===== config.mk =====
export PLATFORM = sky130hd
export DESIGN_NAME = host_micro_port
export DESIGN_NICKNAME = d
export VERILOG_FILES = /design/src/host_port_pkg.sv /design/src/host_micro_port.sv /design/src/wait_counter.sv
export VERILOG_INCLUDE_DIRS = /design/src /design/src/src
export SDC_FILE = /design/constraint.sdc
export NUM_CORES = 1
export LEC_CHECK = 0
export ABC_AREA = 0
export BUFFER_PORTS_ARGS = -buffer_cell sky130_fd_sc_hd__buf_2
export CAP_MARGIN = 40
export CORE_UTILIZATION = 52
export DETAILED_ROUTE_END_ITERATION = 10
export GPL_TIMING_DRIVEN = 0
export PLACE_DENSITY = 0.84
export SYNTH_ARGS = -nofsm -noshare
export SYNTH_HDL_FRONTEND = slang
export SYNTH_SLANG_ARGS = --single-unit

===== constraint.sdc =====
create_clock -name mclk -period 3.75 [get_ports mclk]
set_clock_uncertainty 0.15 [all_clocks]
set_input_delay 0.1875 -clock mclk [delete_from_list [all_inputs] [get_ports mclk]]
set_output_delay 0.1875 -clock mclk [all_outputs]
set_load 0.02 [all_outputs]

===== src/host_port_defines.svh =====
// Constants of the host micro port: timing counts, widths, address codes.
// Included by the package and design files; definitions only.
`ifndef HOST_PORT_DEFINES_SVH
`define HOST_PORT_DEFINES_SVH
`define HP_DATA_W 8
`define HP_ADDR_W 3
`define HP_ADDR_INTERNAL 3'h0
`define HP_WAIT_SLOW 3'h3
`define HP_WAIT_FAST 3'h2
`define HP_CNT_W 3
`endif


===== src/host_port_pkg.sv =====
// Types of the host micro port.
// Assumes host_port_defines.svh is on the include path.
`include "host_port_defines.svh"
package host_port_pkg;
    typedef enum logic [4:0] {
        ST_IDLE = 5'b00001,
        ST_WAIT = 5'b00010,
        ST_DONE = 5'b00100,
        ST_HOLD = 5'b01000,
        ST_END  = 5'b10000
    } port_state_t;

    typedef struct packed {
        logic [`HP_ADDR_W-1:0] addr;
        logic [`HP_DATA_W-1:0] data;
        logic rd;
    } access_t;
endpackage


===== src/host_micro_port.sv =====
// Synchronous 8-bit host micro port with two strap-selected styles.
// Assumes host inputs are synchronous to mclk; the internal side
// answers reads from rd_data and accepts writes on a one-cycle strobe.
// Functional notes
// - A mode strap picks strobes with ready (0) or direction, data strobe and acknowledge (1), all sampled on rising edges.
// - Direction and store strobe share a pin, data strobe and read strobe share another, with chip select as third control.
// - Every transfer moves one 8-bit word and targets one of eight addresses by a 3-bit address.
// - Mode 0 read pulls ready low at once on read strobe and select, and releases it at edge N+3 for address 000, else N+2.
// - A mode 0 read completes only when select is sampled high on a rising edge.
// - Mode 0 write pulls ready low at once on store strobe and select, and releases it at edge N+2.
// - A mode 0 write finishes only when select is sampled high on a rising edge.
// - After a mode 0 write completes, the next write may start at its own edge N.
// - Mode 1 read drives acknowledge low at edge N+3 for address 000, else N+2.
// - A mode 1 read ends when select is sampled high, and acknowledge then returns high.
// - Mode 1 write drives acknowledge low at edge N+2.
// - A mode 1 write ends when select is sampled high, and acknowledge then returns high.
`timescale 1ns/1ps
`include "host_port_defines.svh"
module host_micro_port
    import host_port_pkg::*;
(
    input wire logic mclk,
    input wire logic rst_b,
    input wire logic ce,
    input wire logic mode_strap,
    input wire logic chip_select_n,
    input wire logic dir_store_n,
    input wire logic data_strobe_n,
    input wire logic [`HP_ADDR_W-1:0] port_addr,
    input wire logic [`HP_DATA_W-1:0] port_data_in,
    output logic [`HP_DATA_W-1:0] port_data_out,
    output logic port_data_oe,
    output logic ready,
    output logic transfer_acknowledge_n,
    output logic access_strobe,
    output access_t access,
    input wire logic [`HP_DATA_W-1:0] rd_data
);
    port_state_t state_q;
    port_state_t state_d;
    logic mode_q;
    logic mode_d;
    logic mode_seen_q;
    logic is_read_q;
    logic is_read_d;
    logic slow_q;
    logic slow_d;
    logic [`HP_DATA_W-1:0] dout_q;
    logic [`HP_DATA_W-1:0] dout_d;
    logic ack_n_q;
    logic ack_n_d;
    access_t acc_q;
    access_t acc_d;
    logic stb_q;
    logic stb_d;
    logic start_rd;
    logic start_wr;
    logic hit;
    logic [`HP_CNT_W-1:0] limit;

    // Decode the shared pins per style
    always_comb
    begin
        start_rd = 1'b0;
        start_wr = 1'b0;
        if (!chip_select_n)
        begin
            if (!mode_q)
            begin
                start_rd = !data_strobe_n && dir_store_n;
                start_wr = !dir_store_n && data_strobe_n;
            end
            else
            begin
                start_rd = !data_strobe_n && dir_store_n;
                start_wr = !data_strobe_n && !dir_store_n;
            end
        end
    end

    assign limit = slow_q ? `HP_WAIT_SLOW : `HP_WAIT_FAST;

    wait_counter #(
        .CW(`HP_CNT_W)
    ) u_wait (
        .mclk(mclk),
        .rst_b(rst_b),
        .ce(ce),
        .clear(state_q != ST_WAIT),
        .limit(limit),
        .hit(hit)
    );

    // Strap is caught after reset release and then held
    always_comb
    begin
        mode_d = mode_seen_q ? mode_q : mode_strap;
    end

    always_ff @(posedge mclk or negedge rst_b)
    begin
        if (!rst_b)
        begin
            mode_q <= 1'b0;
            mode_seen_q <= 1'b0;
        end
        else if (ce)
        begin
            mode_q <= mode_d;
            mode_seen_q <= 1'b1;
        end
    end

    always_comb
    begin
        state_d = state_q;
        is_read_d = is_read_q;
        slow_d = slow_q;
        dout_d = dout_q;
        ack_n_d = ack_n_q;
        acc_d = acc_q;
        stb_d = 1'b0;
        case (state_q)
            ST_IDLE:
            begin
                ack_n_d = 1'b1;
                if (mode_seen_q && (start_rd || start_wr))
                begin
                    // Edge N: sample the request
                    state_d = ST_WAIT;
                    is_read_d = start_rd;
                    slow_d = start_rd && port_addr == `HP_ADDR_INTERNAL;
                    acc_d.addr = port_addr;
                    acc_d.data = port_data_in;
                    acc_d.rd = start_rd;
                    stb_d = 1'b1;
                end
            end
            ST_WAIT:
            begin
                if (hit)
                begin
                    // Edge N+2 or N+3: answer
                    state_d = ST_DONE;
                    dout_d = rd_data;
                    ack_n_d = 1'b0;
                end
            end
            ST_DONE:
            begin
                if (chip_select_n)
                begin
                    state_d = ST_IDLE;
                    ack_n_d = 1'b1;
                end
            end
            default:
            begin
                state_d = ST_IDLE;
                ack_n_d = 1'b1;
            end
        endcase
    end

    always_ff @(posedge mclk or negedge rst_b)
    begin
        if (!rst_b)
        begin
            state_q <= ST_IDLE;
            is_read_q <= 1'b0;
            slow_q <= 1'b0;
            dout_q <= '0;
            ack_n_q <= 1'b1;
            acc_q <= '0;
            stb_q <= 1'b0;
        end
        else if (ce)
        begin
            state_q <= state_d;
            is_read_q <= is_read_d;
            slow_q <= slow_d;
            dout_q <= dout_d;
            ack_n_q <= ack_n_d;
            acc_q <= acc_d;
            stb_q <= stb_d;
        end
    end

    // Ready drops combinationally on strobe and select until the answer
    assign ready = mode_q ? 1'b1 :
        !((state_q == ST_IDLE && (start_rd || start_wr)) ||
          state_q == ST_WAIT);
    assign transfer_acknowledge_n = mode_q ? ack_n_q : 1'b1;
    assign port_data_out = dout_q;
    assign port_data_oe = !chip_select_n && is_read_q &&
        state_q == ST_DONE && dir_store_n;
    assign access_strobe = stb_q;
    assign access = acc_q;
endmodule


===== src/wait_counter.sv =====
// Counts clock edges since the start of a transfer.
// Assumes clear is asserted while no transfer is open.
`timescale 1ns/1ps
`include "host_port_defines.svh"
module wait_counter
    import host_port_pkg::*;
#(
    parameter int CW = `HP_CNT_W
)
(
    input wire logic mclk,
    input wire logic rst_b,
    input wire logic ce,
    input wire logic clear,
    input wire logic [CW-1:0] limit,
    output logic hit
);
    logic [CW-1:0] cnt_q;
    logic [CW-1:0] cnt_d;

    always_comb
    begin
        cnt_d = cnt_q;
        if (clear)
            cnt_d = '0;
        else if (cnt_q != limit)
            cnt_d = cnt_q + {{(CW-1){1'b0}}, 1'b1};
    end

    always_ff @(posedge mclk or negedge rst_b)
    begin
        if (!rst_b)
            cnt_q <= '0;
        else if (ce)
            cnt_q <= cnt_d;
    end

    // Edge limit after start is the answer edge, counting edge N as 0
    assign hit = !clear && (cnt_q == limit - {{(CW-1){1'b0}}, 1'b1});
endmodule


==> results of run 1 <==
-- metrics by stage --
step           worst slack [ns]  hold WS [ns]  instance area [um2]  instances
2_1_floorplan              2.01        -0.258                 1400        108
3_3_place_gp               1.91        0.0961                 1680        187
3_5_place_dp               1.82         0.116                 1680        187
4_1_cts                    1.73        0.0302                 1950        216
5_1_grt                    1.66        0.0402                 1950        216
6_report                   1.74        0.0322                 1950        216
-- layer usage --
metal  vias to the layer above  share of wire
met5                         -              0
met4                         0          0.013
met3                         6          0.056
met2                        45           0.51
met1                       533           0.42
li1                        536              -
-- state kept, by name, indices dropped and copies added, names as in the netlist --
signal	flops
mode_seen_q	1
ack_n_q	1
access_strobe	1
state_q	3
slow_q	1
access	12
mode_q	1
u_wait.cnt_q	3
port_data_out	8
-- kinds of logic after synthesis --
family          count (synthesis)
simple gates                   34
flops                          31
mux                            22
compound gates                 11
buf+inv                         7
xor+xnor                        2
fa+ha+maj                       1
-- cell usage after synthesis --
cell type | number | share of area
nor4_1 | 1 | 0.0045
inv_1 | 3 | 0.0080
nor4b_1 | 1 | 0.0063
clkbuf_1 | 1 | 0.0027
buf_6 | 1 | 0.0080
nor2_4 | 1 | 0.0080
nor2_1 | 3 | 0.0080
nand4b_4 | 1 | 0.017
nor3_1 | 2 | 0.0071
o31ai_1 | 1 | 0.0054
o21a_1 | 1 | 0.0054
or2_2 | 1 | 0.0045
buf_2 | 1 | 0.0036
nor2b_1 | 2 | 0.0089
nand3_1 | 3 | 0.011
dfrtp_1 | 29 | 0.52
and3_1 | 2 | 0.0089
o21ai_0 | 3 | 0.011
dfstp_2 | 2 | 0.037
nand2_1 | 8 | 0.021
nor2_2 | 1 | 0.0045
o221ai_1 | 1 | 0.0063
a21oi_1 | 1 | 0.0036
buf_4 | 1 | 0.0054
mux2_2 | 15 | 0.12
a31oi_1 | 2 | 0.0089
nor3b_1 | 1 | 0.0054
nand2b_1 | 5 | 0.022
xnor2_1 | 2 | 0.013
mux2_4 | 6 | 0.064
mux2i_1 | 1 | 0.0071
nand4bb_1 | 1 | 0.0080
ha_1 | 1 | 0.0089
a211o_1 | 1 | 0.0063
a22o_1 | 1 | 0.0063
nand3b_1 | 1 | 0.0054
-- power by group --
| part | switching [W] | internal, W |
|---|---|---|
| Combinational | 0.000280 | 0.000241 |
| Sequential | 0.0000747 | 0.000457 |
| Clock | 0.000113 | 0.0000908 |
-- worst max path at each step --
stage	from	endpoint	slack, ns
4_1_cts	mode_q	ready	1.73
3_3_place_gp	state_q[0]	access[5]	1.91
6_report	mode_q	ready	1.74
2_1_floorplan	state_q[0]	access[2]	2.01
3_5_place_dp	slow_q	port_data_out[7]	1.82
5_1_grt	mode_q	ready	1.66
-- worst max-delay path, stage by stage, from the launching register on --
cell     delay, ns
dfrtp_1       0.40
nor2_1        0.07
xnor2_1       0.29
nand3_1       0.14
a211o_1       0.28
buf_2         0.16
-- area by class of cell --
class,instances,share of cell area
repair buffers,70,0.233
clock buffers,7,0.0282
plain buffers,4,0.0141
well taps,30,0.0192
inverters,3,0.00576
clock inverters,1,0.00256
multi-input cells,70,0.299
flip-flops and latches,31,0.398
==> results.json, run 1 <==
{
  "ys_ff_latch": 31,
  "critical_path_class": "reg2out",
  "nFillCells": 157,
  "ys_warn_count": 0,
  "syn_nets": 135,
  "dr_total_vias": 1120,
  "status": "completed",
  "synth_top_family_by_area": "multiplexers",
  "utilization": 0.775,
  "drv_slew": 0,
  "design_power_total_w": 0.00126,
  "multiInputGateArea_um2": 584,
  "synth-xor-area-share": 0.0125,
  "nets": 212,
  "die_h_um": 53.9,
  "cts-root-buf": "clkbuf_4",
  "post-route-min-period_ns": 2.01,
  "r2r_start": "slow_q",
  "grt_use_met1": 0.261,
  "r2r-end": "port_data_out[7]",
  "synth-simple-area-share": 0.151,
  "avgSynthCellArea_um2": 13.0,
  "synthAdderAreaFrac": 0.00893,
  "hold_viol_final": 0,
  "clock_sinks": 31,
  "relSlewSlack": 0.544,
  "antenna_found_initial": 0,
  "setup_tns_ns": 0,
  "portBuffers": 49,
  "wl_mm": 3.12,
  "rows": 18,
  "synth.cell_area_um2": 1400,
  "cts_buffer_depth": 2,
  "clock_latency_ns": 0.33,
  "htree_levels": 2,
  "synth_cell_type_count": 36,
  "dpl.hpwl_mm": 2.05,
  "cts_tree": "built",
  "diodes": 0,
  "route.detailed.drc": 0,
  "hold_buffers": 21,
  "vias_per_cell": 5.19,
  "layout_common_cells": "buf_2, dfrtp_1, dlygate4sd3_1, mux2_2, nand2_1",
  "p_per_area_nw_per_um2": 643,
  "layout_commonest_cell": "buf_2",
  "leakage_nw": 0.984,
  "synth-compound-area-share": 0.0527,
  "grt_use_met3": 0.0763,
  "grt_use_total": 0.238,
  "required_ns": 3.41,
  "min_period_over_period": 0.536,
  "cp.arrival_ns": 1.67,
  "holdPathEnd": "access[0]",
  "synthCells": 108,
  "rsz0062_at_grt": "false",
  "wl_per_cell_um": 14.4,
  "ctsResizeCount": 0,
  "worstSetupStartpointType": "flip-flop",
  "regToRegSetupSlack_ns": 1.79,
  "route.antenna.remaining_nets": 0,
  "maxCapViolations": 0,
  "top_usage_layer": "met2",
  "start_util": 0.556,
  "hold_path_depth": 3,
  "grt_pass1_wl_mm": 4.61,
  "worstMarginPinSlew_ns": 0.684,
  "ff2ff_path_depth": 4,
  "min-delay-path-class": "in2reg",
  "irDropWorstVdd_mv": 0.563,
  "seqCellArea_um2": 778,
  "min_from": "dir_store_n",
  "path_clk_slew_ns": 0.10,
  "grt.overflow.total": 0,
  "core_area_um2": 2520,
  "cts_made_buffers": 5,
  "cp_max_fo": 4,
  "ios": 50,
  "die-area_um2": 2910,
  "grt_max_degree": 32,
  "met2_usage": 0.414,
  "finalSetupViolCount": 0,
  "syn_to_final_growth_pct": 39.5,
  "yosysSeqAreaShare": 0.555,
  "postCtsSetupBuffers": 0,
  "layout-drive-gt1-share": 0.462,
  "max_clock_freq_mhz": 498,
  "gp_congestion": 0.757,
  "grt_pass1_vias": 1063,
  "synth.area.mux_share": 0.192,
  "die_w_um": 53.9,
  "drtPass1Iterations": 4,
  "cp-end-kind": "primary output",
  "drt_iter0_drc": 22
}
No activity file was read; power rests on OpenSTA's default activity.
==> inputs of run 2 (changes only) <==
--- a/config.mk
+++ b/config.mk
@@ -9,10 +9,10 @@
 export ABC_AREA = 0
 export BUFFER_PORTS_ARGS = -buffer_cell sky130_fd_sc_hd__buf_2
 export CAP_MARGIN = 40
-export CORE_UTILIZATION = 52
+export CORE_UTILIZATION = 44
 export DETAILED_ROUTE_END_ITERATION = 10
 export GPL_TIMING_DRIVEN = 0
-export PLACE_DENSITY = 0.84
+export PLACE_DENSITY = 0.76
 export SYNTH_ARGS = -nofsm -noshare
 export SYNTH_HDL_FRONTEND = slang
 export SYNTH_SLANG_ARGS = --single-unit
==> constraint.sdc (replaced) <==
create_clock -name mclk -period 1.6 [get_ports mclk]
set_clock_uncertainty 0.15 [all_clocks]
set_input_delay 0.08 -clock mclk [delete_from_list [all_inputs] [get_ports mclk]]
set_output_delay 0.08 -clock mclk [all_outputs]
set_load 0.02 [all_outputs]
==> run 2 against run 1 <==
  * The flow now finishes with violations (setup timing)
  * Critical path depth is the same
  * Sequential share of layout area shrank 4.4 points
  * Via count is 5.9% higher
  * Final cell count is 11% higher
  * Non-clock buffer count up 9
  * Critical endpoint unchanged
  * Largest cell class unchanged
  * Highest routed layer unchanged
==> results.json, run 2 (synthesis results as in run 1) <==
{
  "min_from": "ce",
  "wl_mm": 3.59,
  "largest_reg_flops": 12,
  "seqCellArea_um2": 783,
  "hold_path_depth": 3,
  "r2r_start": "u_wait.cnt_q[2]",
  "critical_path_class": "reg2out",
  "finalSetupViolCount": 23,
  "min_period_over_period": 1.09,
  "utilization": 0.731,
  "crit_slowest_cell": "dfrtp_1",
  "required_ns": 1.37,
  "route.antenna.remaining_nets": 0,
  "holdPathEnd": "state_q[2]",
  "cts_tree": "built",
  "violations": "setup timing",
  "leakage_nw": 1.07,
  "critPathBufInv": 1,
  "layout-drive-gt1-share": 0.554,
  "dpl.hpwl_mm": 2.06,
  "start_util": 0.463,
  "ff2ff_path_depth": 5,
  "rsz0062_at_grt": "true",
  "die-area_um2": 3410,
  "vias_per_cell": 4.96,
  "nets": 221,
  "grt_pass1_vias": 1267,
  "clock_sinks": 31,
  "layout_commonest_cell": "buf_2",
  "rows": 20,
  "diodes": 0,
  "die_w_um": 58.4,
  "cp.arrival_ns": 1.52,
  "wl_per_cell_um": 15.0,
  "ios": 50,
  "core_area_um2": 3030,
  "antenna_found_initial": 0,
  "clock_latency_ns": 0.34,
  "relSlewSlack": 0.543,
  "htree_levels": 2,
  "max_clock_freq_mhz": 572,
  "cts_made_buffers": 5,
  "worstSetupStartpointType": "flip-flop",
  "cp_cell_sequence": "nor2_2 -> xnor2_2 -> nand3_1 -> a211o_1 -> buf_6",
  "cp_max_fo": 2,
  "regToRegSetupSlack_ns": -0.09,
  "preCtsSetupSlack_ns": -0.192,
  "route.detailed.drc": 0,
  "worst_slack_ns": -0.148,
  "portBuffers": 49,
  "cpPeakStageDelay_ns": 0.41,
  "nFillCells": 222,
  "die_h_um": 58.4,
  "worstMarginPinSlew_ns": 0.685,
  "dr_total_vias": 1186,
  "layout_common_cells": "buf_2, dfrtp_1, dlygate4sd3_1, mux2_4",
  "min-delay-path-class": "in2reg",
  "drt_iter0_drc": 46,
  "path_clk_slew_ns": 0.10,
  "cp-end-kind": "primary output",
  "syn_to_final_growth_pct": 57.9,
  "grt_max_degree": 32,
  "grt_pass1_wl_mm": 5.83,
  "design_power_total_w": 0.00331,
  "cp_top_family": "flip-flops",
  "grt_use_total": 0.233,
  "maxCapViolations": 0,
  "cts_buffer_depth": 2,
  "dpl.cell_count": 201,
  "p_per_area_nw_per_um2": 1500,
  "final_cells": 239,
  "drtPass1Iterations": 4,
  "r2r-end": "port_data_out[0]",
  "drv_slew": 0,
  "multiInputGateArea_um2": 686,
  "status": "complete, but fails checks",
  "gp_congestion": 0.767,
  "irDropWorstVdd_mv": 1.12,
  "cts-root-buf": "clkbuf_4",
  "post-route-min-period_ns": 1.75,
  "hold_viol_final": 0,
  "grt.overflow.total": 0
}
## run 2: cell types whose count changed in the layout (fill, tap and decap cells not counted), sizes merged
cell	previous run	this run
dlygate4sd3	21	23
buf	52	59
clkbuf	8	7
bufinv	0	1
## run 2: worst max-delay path by stage
stage | cells after the start | start | end
after floorplan | 5 | state_q[0] | access[2]
after global placement | 5 | state_q[0] | access[6]
after detailed placement | 5 | mode_q | access[4]
after CTS | 5 | mode_q | ready
after global routing | 5 | mode_q | ready
final | 5 | mode_q | ready
## run 2: worst min-delay path, stage by stage
cell	delay [ns]
buf_2	0.14
nand4bb_4	0.13
o221ai_1	0.11
## run 2: layer usage
layer  share of wire  track usage
met5               0            0
met4           0.013       0.0986
met3           0.040       0.0418
met2            0.57        0.430
met1            0.37        0.263
## run 2: what timing repair did
item / 4_1_cts / 5_1_grt
setup endpoints to repair: 23 / 29
resized for setup: 15 / 14
buffers inserted: 8 / 0
gates cloned: 0 / 0
hold endpoints to repair: 50 / 0
pin swaps: 6 / 3
hold buffers: 23 / 0
## run 2: cell type report
cell class,instances,share of cell area
Buffer,3,0.0119
Clock inverter,2,0.0158
Inverter,3,0.00509
Multi-Input combinational cell,70,0.310
Sequential cell,31,0.354
Tap cell,44,0.0249
Clock buffer,6,0.0232
Timing Repair Buffer,80,0.255
## run 2: metrics by stage
stage	TNS, ns	hold slack [ns]	cell area (um2)
global placement	-1.79	-0.00825	1730
detailed placement	-2.36	0.00597	1730
floorplan	-0.432	-0.366	1430
global route	-2.85	0.0302	2210
finish	-1.57	0.0123	2210
CTS	-1.98	0.0321	2160
## run 2: report_power, final
part / total (W) / internal [W] / switching, W / leakage [nW]
clock network: 0.000645 / 0.000369 / 0.000276 / 0.0482
logic: 0.00138 / 0.000704 / 0.000678 / 0.642
registers: 0.00128 / 0.00108 / 0.000208 / 0.379
==> inputs of run 3 (changes only) <==
--- a/config.mk
+++ b/config.mk
@@ -9,6 +9,7 @@
 export ABC_AREA = 0
 export BUFFER_PORTS_ARGS = -buffer_cell sky130_fd_sc_hd__buf_2
 export CAP_MARGIN = 40
+export CORE_MARGIN = 2
 export CORE_UTILIZATION = 44
 export DETAILED_ROUTE_END_ITERATION = 10
 export GPL_TIMING_DRIVEN = 0
==> run 3 against run 2 <==
  * Flip-flop and latch count did not move
  * Highest routed layer unchanged
  * The flow still finishes with violations (setup timing)
  * Power fell by 5.3%
  * Final cell count rose by 3.3%
  * Die area rose by 7.0%
==> results.json, run 3 (synthesis results as in run 1) <==
{
  "status": "complete, but fails checks",
  "violations": "setup timing",
  "min_period_over_period": 1.10,
  "r2r_start": "state_q[0]",
  "min-delay-path-class": "in2reg",
  "cp.arrival_ns": 1.53,
  "drt_iter0_drc": 21,
  "cts_buffer_depth": 2,
  "die_h_um": 60.4,
  "wl_mm": 3.59,
  "dpl_cell_area_um2": 1730,
  "cts_made_buffers": 5,
  "hold_path_depth": 3,
  "cpPeakStageDelay_ns": 0.40,
  "leakage_nw": 1.10,
  "diodes": 0,
  "crit_slowest_cell": "dfrtp_1",
  "drv_slew": 0,
  "layout-drive-gt1-share": 0.542,
  "holdPathEnd": "state_q[2]",
  "syn_to_final_growth_pct": 60.2,
  "path_clk_slew_ns": 0.09,
  "route.detailed.drc": 0,
  "layout_commonest_cell": "buf_2",
  "finalSetupViolCount": 22,
  "nets": 229,
  "cp_cell_sequence": "nor2_2 -> xnor2_2 -> nand3_1 -> a211o_1 -> buf_6",
  "regToRegSetupSlack_ns": -0.12,
  "grt.overflow.total": 0,
  "switching_share": 0.370,
  "dr_total_vias": 1202,
  "min_from": "ce",
  "die_w_um": 60.4,
  "wl_per_cell_um": 14.5,
  "pwr-share-seq": 0.407,
  "max_clock_freq_mhz": 569,
  "post-route-min-period_ns": 1.76,
  "core_area_um2": 3050,
  "die-area_um2": 3650,
  "htree_levels": 2,
  "relSlewSlack": 0.551,
  "grt_max_degree": 32,
  "gp_congestion": 0.809,
  "rows": 20,
  "switchingPower_w": 0.00116,
  "layout_common_cells": "buf_2, dfrtp_1, dlygate4sd3_1, mux2_4, buf_4",
  "cts_tree": "built",
  "clock_latency_ns": 0.34,
  "rsz0062_at_grt": "true",
  "hold_viol_final": 0,
  "worstMarginPinSlew_ns": 0.674,
  "ios": 50,
  "clockPowerShare": 0.138,
  "grt_pass1_vias": 1248,
  "drtPass1Iterations": 4,
  "cp_max_fo": 2,
  "worstSetupStartpointType": "flip-flop",
  "largest_reg_flops": 12,
  "clock_sinks": 31,
  "antenna_found_initial": 0,
  "grt_use_total": 0.218,
  "r2r-end": "access[7]",
  "cp_top_family": "flip-flops",
  "vias_per_cell": 4.87,
  "irDropWorstVdd_mv": 0.973,
  "fin_area_um2": 2240,
  "portBuffers": 49,
  "grt_pass1_wl_mm": 5.56,
  "cp-end-kind": "primary output",
  "cts-root-buf": "clkbuf_4",
  "worst_slack_ns": -0.158,
  "combPwrFrac": 0.454,
  "critical_path_class": "reg2out",
  "critPathBufInv": 1,
  "internal_power_w": 0.00197,
  "dpl.hpwl_mm": 2.14,
  "start_util": 0.459,
  "route.antenna.remaining_nets": 0,
  "p_per_area_nw_per_um2": 1400,
  "maxCapViolations": 0,
  "required_ns": 1.37,
  "setup_tns_ns": -1.83,
  "ff2ff_path_depth": 4
}
-- run 3: cell count changes in the layout (fill, tap and decap cells not counted), sizes merged --
cell,change
buf,+7
clkbuf,+2
dlygate4sd3,+1
bufinv,-1
clkinv,-1
-- run 3: stage by stage --
step	std cells	util	setup WS [ns]	hold WS (ns)	power [W]
floorplan	108	-	-0.0719	-0.366	0.00206
finish	247	0.735	-0.158	0.0145	0.00313
CTS	241	0.709	-0.191	0.0376	0.00308
detailed placement	201	0.565	-0.176	0.00516	0.00247
global route	247	0.735	-0.228	0.0281	0.00333
global placement	201	0.565	-0.152	-0.00811	0.00242
-- run 3: tightest hold or removal path: cells and delay by family --
kind	cells	cell delay, ns
and+or+nand+nor	1	0.13
AOI/OAI and AO/OA	1	0.11
buffers and inverters	1	0.14
-- run 3: routing by layer --
metal,vias up,track usage,wire [um]
li1,568,-,-
met1,581,0.231,1440
met2,46,0.388,1830
met3,7,0.0938,267
met4,0,0.0745,52
met5,-,0,0
-- run 3: layout make-up --
class	instances	area [um2]
inverters	3	11.3
clock buffers	8	48.8
well taps	44	55.1
flip-flops and latches	31	782
plain buffers	3	26.3
multi-input cells	70	691
repair buffers	88	631
fillers	229	808
-- run 3: power by group through the flow --
| stage | clock [W] | sequential [W] | combinational, W |
|---|---|---|---|
| after CTS | 0.000447 | 0.00126 | 0.00137 |
| final | 0.000434 | 0.00128 | 0.00142 |
| after global routing | 0.000487 | 0.00131 | 0.00153 |
| after detailed placement | 0 | 0.00126 | 0.00121 |
| after floorplan | 0 | 0.00155 | 0.000513 |
| after global placement | 0 | 0.00124 | 0.00118 |
-- run 3: worst max path at each step --
stage,startpoint,cells past startpoint,end,slack [ns]
6_report,mode_q,5,ready,-0.16
5_1_grt,mode_q,5,ready,-0.23
4_1_cts,mode_q,5,ready,-0.19
3_5_place_dp,state_q[2],3,port_data_out[6],-0.18
3_3_place_gp,state_q[0],5,access[6],-0.15
2_1_floorplan,state_q[0],5,access[2],-0.07
-- run 3: what timing repair did --
action | in CTS | in global routing
endpoints found under the setup margin | 17 | 27
endpoints found under the hold margin | 51 | 0
hold buffers | 24 | 0
setup buffers | 9 | 6
pin swaps | 6 | 5
gates resized for setup | 22 | 6
